==> src/ppm_port_regs.svh <==
`ifndef PPM_PORT_REGS_SVH
`define PPM_PORT_REGS_SVH

// ****************************************
// port width and reset values
// ****************************************
`define PPM_PORT_WIDTH  8
`define PPM_DIR_RST     8'h00
`define PPM_OUT_RST     8'h00
`define PPM_PAD_RST     8'h00
`define PPM_SYNC_RST    8'h00

// ****************************************
// port b pin positions of alternate functions
// ****************************************
`define PPM_PIN_SS      7
`define PPM_PIN_SCK     5
`define PPM_PIN_MISO    4
`define PPM_PIN_MOSI    3
`define PPM_PIN_TCLK    2
`define PPM_PIN_T3_OUT  1
`define PPM_PIN_T3_CAP  0

`endif

==> src/ppm_pkg.sv <==
package ppm_pkg;

	// ****************************************
	// per-pin override bundle
	// ****************************************
	typedef struct packed {
		logic pullup_ovr_en;
		logic pullup_ovr_val;
		logic dir_ovr_en;
		logic dir_ovr_val;
		logic value_ovr_en;
		logic value_ovr_val;
		logic toggle_ovr_en;
		logic input_en_ovr_en;
		logic input_en_ovr_val;
	} ppm_ovr_type;

	// ****************************************
	// peripheral controls that steer port b
	// ****************************************
	typedef struct packed {
		logic spi_enable_bit;
		logic spi_master_select;
		logic spi_sck_out;
		logic spi_slave_out;
		logic spi_master_out;
		logic timer3_out_en;
		logic timer3_mod_out;
		logic pin_change_group_enable;
	} ppm_periph_type;

	// ****************************************
	// alternate-function inputs taken from the pins
	// ****************************************
	typedef struct packed {
		logic spi_ss_in;
		logic spi_sck_in;
		logic spi_master_in;
		logic spi_slave_in;
		logic timer_ext_clock_in;
		logic timer3_capture_in;
	} ppm_alt_in_type;

endpackage

==> src/ppm_port_mux.sv <==
`timescale 1ns/1ps
`include "ppm_port_regs.svh"

// Summary of operation
// pull-up from dir/out/disable unless overridden
// pull-up override value sets pull-up directly
// driver enable from override or direction bit
// direction override value forces driver on/off
// driven level from value override or out
// toggle override inverts the output bit
// input enable from override or sleep state
// input-enable override value forces buffer state
// raw input taken before port synchronizer
// consumers synchronize raw input unless clocking
// the port mux builds override signals from peripheral controls
// strobes per port, sleep/disable shared globally
// pins 7,5,4,3 carry ss,sck,miso,mosi
// pin 2 is timer external clock
// pin 1 timer3 output, pin 0 capture
// each pin n feeds pin-change source n
// spi slave forces ss/sck/mosi to inputs
// spi master forces miso to input
// pin-change enable forces digital input on
// timer3 enable overrides pin 1 value
// no overrides gives plain port behaviour
module ppm_port_mux
	import ppm_pkg::*;
#(
	parameter int WIDTH = `PPM_PORT_WIDTH
) (
	// clock and reset
	input  wire logic                 clk_sys,
	input  wire logic                 resetn,
	// port register strobes, shared by all pins
	input  wire logic                 dir_write_strobe,
	input  wire logic                 port_write_strobe,
	input  wire logic                 toggle_write_strobe,
	input  wire logic [WIDTH-1:0]     write_data,
	// signals shared by all ports
	input  wire logic                 sleep_clamp,
	input  wire logic                 global_pullup_disable,
	// peripheral controls and per-pin extras
	input  wire ppm_periph_type       periph,
	input  wire logic [WIDTH-1:0]     pin_change_mask,
	input  wire logic [WIDTH-1:0]     toggle_ovr_en,
	// pads
	input  wire logic [WIDTH-1:0]     pad_in,
	output logic      [WIDTH-1:0]     pad_out,
	output logic      [WIDTH-1:0]     pad_oe,
	output logic      [WIDTH-1:0]     pad_pullup,
	// register read-back and alternate inputs
	output logic      [WIDTH-1:0]     pin_dir_bit,
	output logic      [WIDTH-1:0]     pin_out_bit,
	output logic      [WIDTH-1:0]     pin_read_val,
	output logic      [WIDTH-1:0]     raw_pin_input,
	output logic      [WIDTH-1:0]     pin_change_source,
	output ppm_alt_in_type            alt_in
);

	// ****************************************
	// override table for port b
	// ****************************************

	// builds one pin's overrides from peripheral state
	function automatic ppm_ovr_type portb_ovr(input int n, input ppm_periph_type p,
			input logic out_bit, input logic pu_off, input logic pc_mask, input logic tog);
		ppm_ovr_type o;
		logic slave;
		logic master;
		o = '0;
		slave  = p.spi_enable_bit & ~p.spi_master_select;
		master = p.spi_enable_bit & p.spi_master_select;
		o.toggle_ovr_en    = tog;
		o.input_en_ovr_en  = pc_mask & p.pin_change_group_enable;
		o.input_en_ovr_val = 1'b1;
		if (n == `PPM_PIN_SS || n == `PPM_PIN_SCK || n == `PPM_PIN_MOSI) begin
			o.pullup_ovr_en  = slave;
			o.pullup_ovr_val = out_bit & ~pu_off;
			o.dir_ovr_en     = slave;
		end
		if (n == `PPM_PIN_MISO) begin
			o.pullup_ovr_en  = master;
			o.pullup_ovr_val = out_bit & ~pu_off;
			o.dir_ovr_en     = master;
			o.value_ovr_en   = slave;
			o.value_ovr_val  = p.spi_slave_out;
		end
		if (n == `PPM_PIN_SCK) begin
			o.value_ovr_en  = master;
			o.value_ovr_val = p.spi_sck_out;
		end
		if (n == `PPM_PIN_MOSI) begin
			o.value_ovr_en  = master;
			o.value_ovr_val = p.spi_master_out;
		end
		if (n == `PPM_PIN_T3_OUT) begin
			o.value_ovr_en  = p.timer3_out_en;
			o.value_ovr_val = p.timer3_mod_out;
		end
		return o;
	endfunction

	// ****************************************
	// state
	// ****************************************
	logic [WIDTH-1:0] dir_q, dir_d;
	logic [WIDTH-1:0] out_q, out_d;
	logic [WIDTH-1:0] oe_q, oe_d;
	logic [WIDTH-1:0] val_q, val_d;
	logic [WIDTH-1:0] pu_q, pu_d;
	logic [WIDTH-1:0] ien_q, ien_d;
	logic [WIDTH-1:0] sync1_q;
	logic [WIDTH-1:0] sync_q;
	ppm_ovr_type      ovr [WIDTH];

	// raw input, clamped when the buffer is off, not synchronized
	assign raw_pin_input     = pad_in & ien_q;
	assign pin_change_source = raw_pin_input;

	// alternate-function taps; consumers synchronize these themselves
	always_comb begin
		alt_in.spi_ss_in          = raw_pin_input[`PPM_PIN_SS];
		alt_in.spi_sck_in         = raw_pin_input[`PPM_PIN_SCK];
		alt_in.spi_master_in      = raw_pin_input[`PPM_PIN_MISO];
		alt_in.spi_slave_in       = raw_pin_input[`PPM_PIN_MOSI];
		alt_in.timer_ext_clock_in = raw_pin_input[`PPM_PIN_TCLK];
		alt_in.timer3_capture_in  = raw_pin_input[`PPM_PIN_T3_CAP];
	end

	// next values of port registers and pad controls
	always_comb begin
		dir_d = dir_q;
		out_d = out_q;
		oe_d  = '0;
		val_d = '0;
		pu_d  = '0;
		ien_d = '0;
		if (dir_write_strobe)
			dir_d = write_data;
		if (port_write_strobe)
			out_d = write_data;
		if (toggle_write_strobe)
			out_d = out_d ^ write_data;
		for (int i = 0; i < WIDTH; i++) begin
			ovr[i] = portb_ovr(i, periph, out_q[i], global_pullup_disable,
				pin_change_mask[i], toggle_ovr_en[i]);
			if (ovr[i].toggle_ovr_en)
				out_d[i] = ~out_d[i];

			oe_d[i] = ovr[i].dir_ovr_en ? ovr[i].dir_ovr_val : dir_q[i];

			val_d[i] = ovr[i].value_ovr_en ? ovr[i].value_ovr_val : out_q[i];

			pu_d[i] = ovr[i].pullup_ovr_en ? ovr[i].pullup_ovr_val
				: (~dir_q[i] & out_q[i] & ~global_pullup_disable);

			ien_d[i] = ovr[i].input_en_ovr_en ? ovr[i].input_en_ovr_val : ~sleep_clamp;
		end
	end

	// registers; pads tri-stated in reset
	always_ff @(posedge clk_sys or negedge resetn) begin
		if (!resetn) begin
			dir_q   <= `PPM_DIR_RST;
			out_q   <= `PPM_OUT_RST;
			oe_q    <= `PPM_PAD_RST;
			val_q   <= `PPM_PAD_RST;
			pu_q    <= `PPM_PAD_RST;
			ien_q   <= `PPM_PAD_RST;
			sync1_q <= `PPM_SYNC_RST;
			sync_q  <= `PPM_SYNC_RST;
		end else begin
			dir_q   <= dir_d;
			out_q   <= out_d;
			oe_q    <= oe_d;
			val_q   <= val_d;
			pu_q    <= pu_d;
			ien_q   <= ien_d;
			sync1_q <= raw_pin_input; // port's own synchronizer
			sync_q  <= sync1_q;
		end
	end

	// outputs straight from flops
	assign pad_out      = val_q;
	assign pad_oe       = oe_q;
	assign pad_pullup   = pu_q;
	assign pin_dir_bit  = dir_q;
	assign pin_out_bit  = out_q;
	assign pin_read_val = sync_q;

	logic slv;
	logic mst;
	assign slv = periph.spi_enable_bit & ~periph.spi_master_select;
	assign mst = periph.spi_enable_bit & periph.spi_master_select;
endmodule // ppm_port_mux

==> config.mk <==
export PLATFORM = sky130hd
export DESIGN_NAME = ppm_port_mux
export DESIGN_NICKNAME = d
export VERILOG_FILES = /design/src/ppm_pkg.sv /design/src/ppm_port_mux.sv
export VERILOG_INCLUDE_DIRS = /design/src
export SDC_FILE = /design/constraint.sdc
export NUM_CORES = 1
export LEC_CHECK = 0
export BUFFER_PORTS_ARGS = -buffer_cell sky130_fd_sc_hd__clkbuf_2
export CAP_MARGIN = 20
export CORE_MARGIN = 2
export CORE_UTILIZATION = 39
export CTS_CLUSTER_DIAMETER = 120
export DETAILED_ROUTE_END_ITERATION = 7
export GPL_ROUTABILITY_DRIVEN = 0
export PLACE_DENSITY_LB_ADDON = 0.3
export REMOVE_ABC_BUFFERS = 1
export SLEW_MARGIN = 30
export SYNTH_ARGS = -nofsm -noshare
export SYNTH_HDL_FRONTEND = slang
export SYNTH_SLANG_ARGS = --single-unit
export TNS_END_PERCENT = 1
==> constraint.sdc <==
create_clock -name clk_sys -period 1.5 [get_ports clk_sys]
set_clock_uncertainty 0.2 [all_clocks]
set_input_delay 0.225 -clock clk_sys [delete_from_list [all_inputs] [get_ports clk_sys]]
set_output_delay 0.225 -clock clk_sys [all_outputs]
set_load 0.05 [all_outputs]
==> results of run 1 <==
==> final timing paths <==
kind                                         end  cells past startpoint  slack (ns)     startpoint
worst max-delay path            raw_pin_input[5]                      2       -0.04       ien_q[5]
worst min-delay path              pin_dir_bit[7]                      2        0.02  write_data[7]
worst max register to register        sync1_q[5]                      2        0.05       ien_q[5]
worst min register to register   pin_read_val[0]                      0        0.15     sync1_q[0]
max in group asynchronous        pin_read_val[4]                      3        0.60         resetn
min in group asynchronous             pad_out[6]                      3        0.22         resetn
==> cell usage after synthesis <==
| library cell | count |
|---|---|
| xnor2_1 | 8 |
| nor3b_1 | 8 |
| buf_6 | 1 |
| a211oi_2 | 7 |
| nand2b_1 | 1 |
| clkbuf_1 | 4 |
| and4bb_2 | 4 |
| mux2_2 | 12 |
| nor2b_1 | 8 |
| and4bb_1 | 4 |
| a221oi_2 | 1 |
| and2_1 | 12 |
| dfrtp_1 | 64 |
| mux2i_1 | 1 |
| and3b_1 | 7 |
| buf_4 | 22 |
| buf_2 | 3 |
| nand2_1 | 24 |
==> area by class of cell <==
cell class,instances,area share
well taps,77,0.0250
repair buffers,162,0.306
multi-input cells,97,0.199
clock inverters,5,0.0143
clock buffers,11,0.0393
flip-flops and latches,64,0.416
==> critical path: stages, from the launching register on <==
cell and delay (ns):
dfrtp_1 0.34, and2_1 0.21, buf_4 0.23
==> state kept, by name, summed over array words and instances, names as in the netlist <==
name          flops
ien_q             8
pad_oe            8
pad_out           8
pad_pullup        8
pin_dir_bit       8
pin_out_bit       8
pin_read_val      8
sync1_q           8
==> cells by family (layout without fill, tap and decap cells) <==
family,count (synthesis),after routing
AO/OA/AOI/OAI,8,8
multiplexers,13,13
buffers and inverters,30,178
XOR/XNOR,8,8
flip-flops,64,64
AND/OR/NAND/NOR,68,68
==> power breakdown <==
part | switching (mW) | internal, mW
clock | 0.663 | 0.852
sequential | 0.107 | 1.91
combinational | 1.01 | 0.480
total | 1.78 | 3.25
==> metal layers <==
layer	part of all wire	vias to the layer above
met2	0.49	82
met5	0	-
met4	0.014	0
met3	0.071	10
met1	0.42	935
li1	-	918
==> what timing repair did <==
action	4_1_cts	5_1_grt
gates resized for setup	35	32
setup buffers	0	0
endpoints found under the setup margin	25	37
hold endpoints to repair	99	0
hold buffers	46	0
==> run_results.csv, run 1 <==
group,metric,value,unit
drt,wire_per_inst,14.4,um
final_layout,final_core_util,0.607,
job,max_cap_viol_count,0,
sta,fin_crit_sh,1.03,
floorplanning,die_y,85.2,um
final_layout,n_antenna_cell,0,
floorplanning,coreArea,0.00635,mm2
clock_tree,numCtsBuffers,9,
final_layout,fillers,489,
yosys,synth_top_area_frac,0.623,
drt,vias_per_cell,4.68,
sta,holdWs,0.0174,ns
yosys,avgSynthCellArea,13.4,um2
sta,rsz0062_at_grt,"yes",
drt,drtIter0Drc,74,
clock_tree,path_clk_slew,0.07,ns
yosys,synth_top_cell_by_area,"dfrtp_1",
pwr,fin_total_pwr,5.02,mW
worst_setup_path,worst-endpoint-arrival,1.12,ns
clock_tree,cts_sinks,64,
yosys,syn_inst,191,
pwr,leakagePower,1.94,nW
worst_setup_path,worstSetupStartpointType,"register",
drt,drcViolationCount,0,
floorplanning,rows,29,
yosys,synth-simple-area-share,0.172,
final_layout,finalNonFillerCells,416,
sta,relSlewSlack,0.753,
drt,drt_first_pass_iters,4,
drt,routed_wl,5.97,mm
clock_tree,clk_latency,0.34,ns
placed_design,port_buffers,116,
outcome,violations,"setup timing",
yosys,synth_cell_types,18,
final_layout,area_delta_synth_final,50.0,%
drt,ant_nets,0,
global_routing,grt_use_total,0.170,
final_layout,final_common_cell,"clkbuf_2",
worst_setup_path,crit_path_end_kind,"output pin",
sta,report.final.slew_viol_count,0,
final_layout,drive_gt1_frac,0.472,
clock_tree,cts-htree-levels,3,
outcome,status,"complete, but fails checks",
global_routing,use_met3,0.0554,
sta,max_freq,649,MHz
sta,hold_violations,0,
yosys,synth_xor_area_frac,0.0273,
yosys,ys_ff_latch,64,
global_routing,grt_max_degree,65,
placed_design,dp.cells,355,
sta,fin_setup_tns,-0.215,ns
yosys,synth_top_family_by_area,"simple AND/OR/NAND/NOR gates",
pwr,power.density,1300,mW/mm2
global_routing,antenna_found_initial,0,
floorplanning,dieArea,0.00725,mm2
worst_setup_path,worstSetupPathType,"register to output pin",
final_layout,stdcell_area,0.00385,mm2
floorplanning,pin_count,117,
worst_setup_path,cp.required,1.07,ns
placed_design,place_hpwl,3.52,mm
pwr,ir_drop,0.000801,V
yosys,ys_seq_area_frac,0.623,
yosys,synth-compound-area-share,0.0399,
placed_design,placed_cell_area,0.00306,mm2
global_routing,first_global_vias,1846,
floorplanning,die_w,85.2,um
clock_tree,cts_tree,"done",
sta,setup_ws,-0.0403,ns
global_routing,grt_overflow,0,
sta,setup_viol,9,
global_routing,grt_first_pass_wirelength,9.40,mm
global_routing,grt-busiest-layer,"met2",
clock_tree,root_buffer,"clkbuf_8",
drt,vias,1945,
yosys,synthAdderAreaFrac,0,
final_layout,regArea,0.00160,mm2
floorplanning,start_util,0.405,
sta,layout_min_cycle_time,1.54,ns
yosys,muxShareOfSynthArea,0.0565,
final_layout,layout.nets,381,
final_layout,multi_input_area,768,um2
worst_hold_path,hp-class,"primary input to register",
final_layout,final_cell_mix,"clkbuf_2, dfrtp_1, dlygate4sd3_1",
yosys,ys_warn_count,0,
yosys,synth_area_leaders,"dfrtp_1, buf_4, mux2_2",
worst_setup_path,crit_fanout,4,
sta,tightest_slew,0.371,ns
placed_design,pre_cts_ws,0.0112,ns
yosys,syn_area,0.00257,mm2
global_routing,use_met2,0.275,
clock_tree,clockBufferDepth,2,
global_routing,use_met1,0.214,
Note: power is estimated with default switching activity, not from simulation.
==> run 2, diff against run 1 <==
ABC_AREA = 1   (was default)
==> run 2 against run 1 <==
The flow finishes with violations (hold timing). Sequential share of layout area grew 0.57 points. Non-clock buffer count down 1. Highest routed layer unchanged. Setup slack improved by 0.059 ns. Core utilization down 0.83 points. Maximum frequency rose by 4.0%. Combinational power down 17%. Via count grew 13%.
==> run_results.csv, run 2 <==
group,metric,value,unit
yosys,syn_area,0.00256,mm2
worst_setup_path,reg2reg_depth,3,
clock_tree,cts_tree,"done",
floorplanning,die_y,85.1,um
global_routing,antenna_found_initial,0,
clock_tree,post-cts-setup-buffer-count,0,
final_layout,n_antenna_cell,0,
yosys,ys_warn_count,0,
drt,drcViolationCount,0,
pwr,power.density,1300,mW/mm2
worst_setup_path,reg2reg_to,"sync1_q[4]",
worst_hold_path,hp-class,"primary input to register",
yosys,synth_top_cell_by_area,"dfrtp_1",
global_routing,grt_first_pass_wirelength,9.84,mm
yosys,synth_cell_types,16,
sta,rsz0062_at_grt,"yes",
worst_setup_path,crit_slowest_cell,"dfrtp_1",
job,max_cap_viol_count,0,
clock_tree,root_buffer,"clkbuf_8",
sta,fin_crit_sh,0.987,
floorplanning,coreArea,0.00635,mm2
final_layout,fillers,556,
worst_setup_path,crit_fanout,4,
placed_design,dp.cells,438,
floorplanning,start_util,0.404,
yosys,ys_seq_area_frac,0.625,
pwr,p_clk_frac,0.357,
worst_setup_path,worst-endpoint-arrival,1.06,ns
pwr,ir_drop,0.000705,V
yosys,synth_common_cells,"nand2_1, dfrtp_1, inv_1",
outcome,violations,"hold timing",
final_layout,final_cell_mix,"nand2_1, clkbuf_2, dfrtp_1",
pwr,fin_total_pwr,4.95,mW
worst_hold_path,hold_start,"periph[0]",
outcome,status,"complete, but fails checks",
clock_tree,path_clk_slew,0.07,ns
floorplanning,rows,29,
yosys,synth_area_leaders,"dfrtp_1, nand2_1, buf_4",
sta,relSlewSlack,0.777,
yosys,synth_top_area_frac,0.625,
drt,ant_nets,0,
pwr,p_switching,1.63,mW
global_routing,grt_overflow,0,
final_layout,final_common_cell,"nand2_1",
worst_setup_path,slowest_delay,0.33,ns
sta,hold_violations,1,
floorplanning,dieArea,0.00724,mm2
worst_hold_path,holdPathEnd,"ien_q[4]",
yosys,synth_most_common_cell,"nand2_1",
pwr,netSwitchingFraction,0.330,
drt,routed_wl,6.15,mm
drt,drt_first_pass_iters,4,
worst_setup_path,worstSetupStartpointType,"register",
yosys,ys_ff_latch,64,
sta,max_freq,675,MHz
yosys,avgSynthCellArea,9.42,um2
yosys,synth_edf_count,0,
drt,drtIter0Drc,96,
sta,setup_viol,0,
drt,vias,2202,
clock_tree,clk_latency,0.33,ns
final_layout,finalNonFillerCells,497,
global_routing,first_global_vias,2124,
sta,tightest_slew,0.335,ns
worst_setup_path,crit_path_end_kind,"output pin",
floorplanning,die_w,85.1,um
pwr,leakagePower,2.17,nW
yosys,syn_inst,272,
worst_setup_path,r2r_slack,0.12,ns
placed_design,place_hpwl,4.18,mm
clock_tree,cts-htree-levels,3,
final_layout,area_delta_synth_final,48.3,%
global_routing,grt_max_degree,65,
worst_setup_path,worstSetupPathType,"register to output pin",
sta,holdWs,-0.00839,ns
pwr,pwr-share-comb,0.250,
sta,layout_min_cycle_time,1.48,ns
final_layout,drive_gt1_frac,0.331,
pwr,p_seq_frac,0.393,
sta,report.final.slew_viol_count,0,
drt,wire_per_inst,12.4,um
clock_tree,numCtsBuffers,9,
clock_tree,cts_sinks,64,
worst_setup_path,r2r_start,"ien_q[4]",
drt,vias_per_cell,4.43,
final_layout,layout.nets,462,
worst_hold_path,whs_path_depth,3,
clock_tree,clockBufferDepth,2,
global_routing,grt_use_total,0.174,
worst_setup_path,cp.required,1.07,ns
placed_design,port_buffers,116,
yosys,async_flop_share,1.00,
worst_setup_path,worstPathCellList,"nand2_1, inv_1, clkbuf_4",
yosys,ys_dominant_reg_cell,"dfrtp_1",
pwr,p_int,3.32,mW
floorplanning,pin_count,117,
## run 2: cell count changes in the layout (fill, tap and decap cells not counted), moves of 8 or more
cell | previous run | this run
xnor2_1 | 8 | 0
nor2b_1 | 8 | 0
inv_1 | 0 | 35
mux2_2 | 12 | 3
nand2_1 | 24 | 94
and2_1 | 9 | 0
nand3_1 | 0 | 11
nor3_1 | 0 | 8
clkbuf_8 | 17 | 9
nor2_1 | 0 | 9
nor3b_1 | 8 | 0
o21ai_0 | 0 | 8
## run 2: cell families after synthesis
kind of cell,count (synthesis),synth area share
DFF,64,0.625
buffers and inverters,66,0.134
AOI/OAI and AO/OA,9,0.0176
and+or+nand+nor,130,0.210
muxes,3,0.0132
## run 2: worst max-delay path: cells and delay by family, from the launching register on
| kind | cells | cell delay (ns) |
|---|---|---|
| buf+inv | 2 | 0.35 |
| flops | 1 | 0.33 |
| simple gates | 1 | 0.04 |
## run 2: timing repair
| action | 4_1_cts | 5_1_grt |
|---|---|---|
| endpoints found under the setup margin | 22 | 26 |
| endpoints found under the hold margin | 100 | 0 |
| hold buffers | 44 | 0 |
| gates resized for setup | 22 | 21 |
## run 2: final cells by class
class	count	area [um2]	share of cell area
Sequential cell	64	1600	0.421
Tap cell	77	96.3	0.0253
Multi-Input combinational cell	142	617	0.162
Inverter	37	139	0.0365
Timing Repair Buffer	161	1100	0.290
Clock inverter	7	120	0.0316
Clock buffer	9	124	0.0326
## run 2: stage by stage
stage                     hold slack [ns]  setup slack (ns)   util  area, um2  setup TNS [ns]
after floorplan                    -0.271            -0.145      -       2360           -3.42
after global placement             0.0625             0.307  0.482       3060               0
after detailed placement           0.0611             0.273  0.482       3060               0
after CTS                         0.00135           0.00747  0.599       3800               0
after global routing               0.0261           -0.0535  0.599       3800          -0.284
final                            -0.00839            0.0188  0.599       3800               0
## run 2: per-layer routing
| layer | wire length [um] | GRT usage |
|---|---|---|
| met2 | 3400 | 0.317 |
| met3 | 223 | 0.0253 |
| met1 | 2390 | 0.200 |
| met5 | 0 | 0 |
| met4 | 138 | 0.0779 |
## run 2: how the worst max path moves through the flow
| stage | from | endpoint | slack, ns | depth (start not counted) |
|---|---|---|---|---|
| after floorplan | ien_q[0] | sync1_q[0] | -0.14 | 2 |
| after global placement | port_write_strobe | pin_out_bit[0] | 0.31 | 7 |
| after detailed placement | port_write_strobe | pin_out_bit[0] | 0.27 | 7 |
| after CTS | ien_q[7] | pin_change_source[7] | 0.007 | 3 |
| after global routing | ien_q[7] | alt_in[5] | -0.05 | 3 |
| final | ien_q[4] | pin_change_source[4] | 0.02 | 3 |
## run 2: power by group through the flow
stage                     sequential, mW  clock (mW)  combinational [mW]
after detailed placement            1.98           0                1.12
after global routing                1.96        1.88                1.32
final                               1.95        1.77                1.24
after global placement              1.97           0                1.11
after floorplan                     2.42           0               0.329
after CTS                           1.95        1.81                1.24
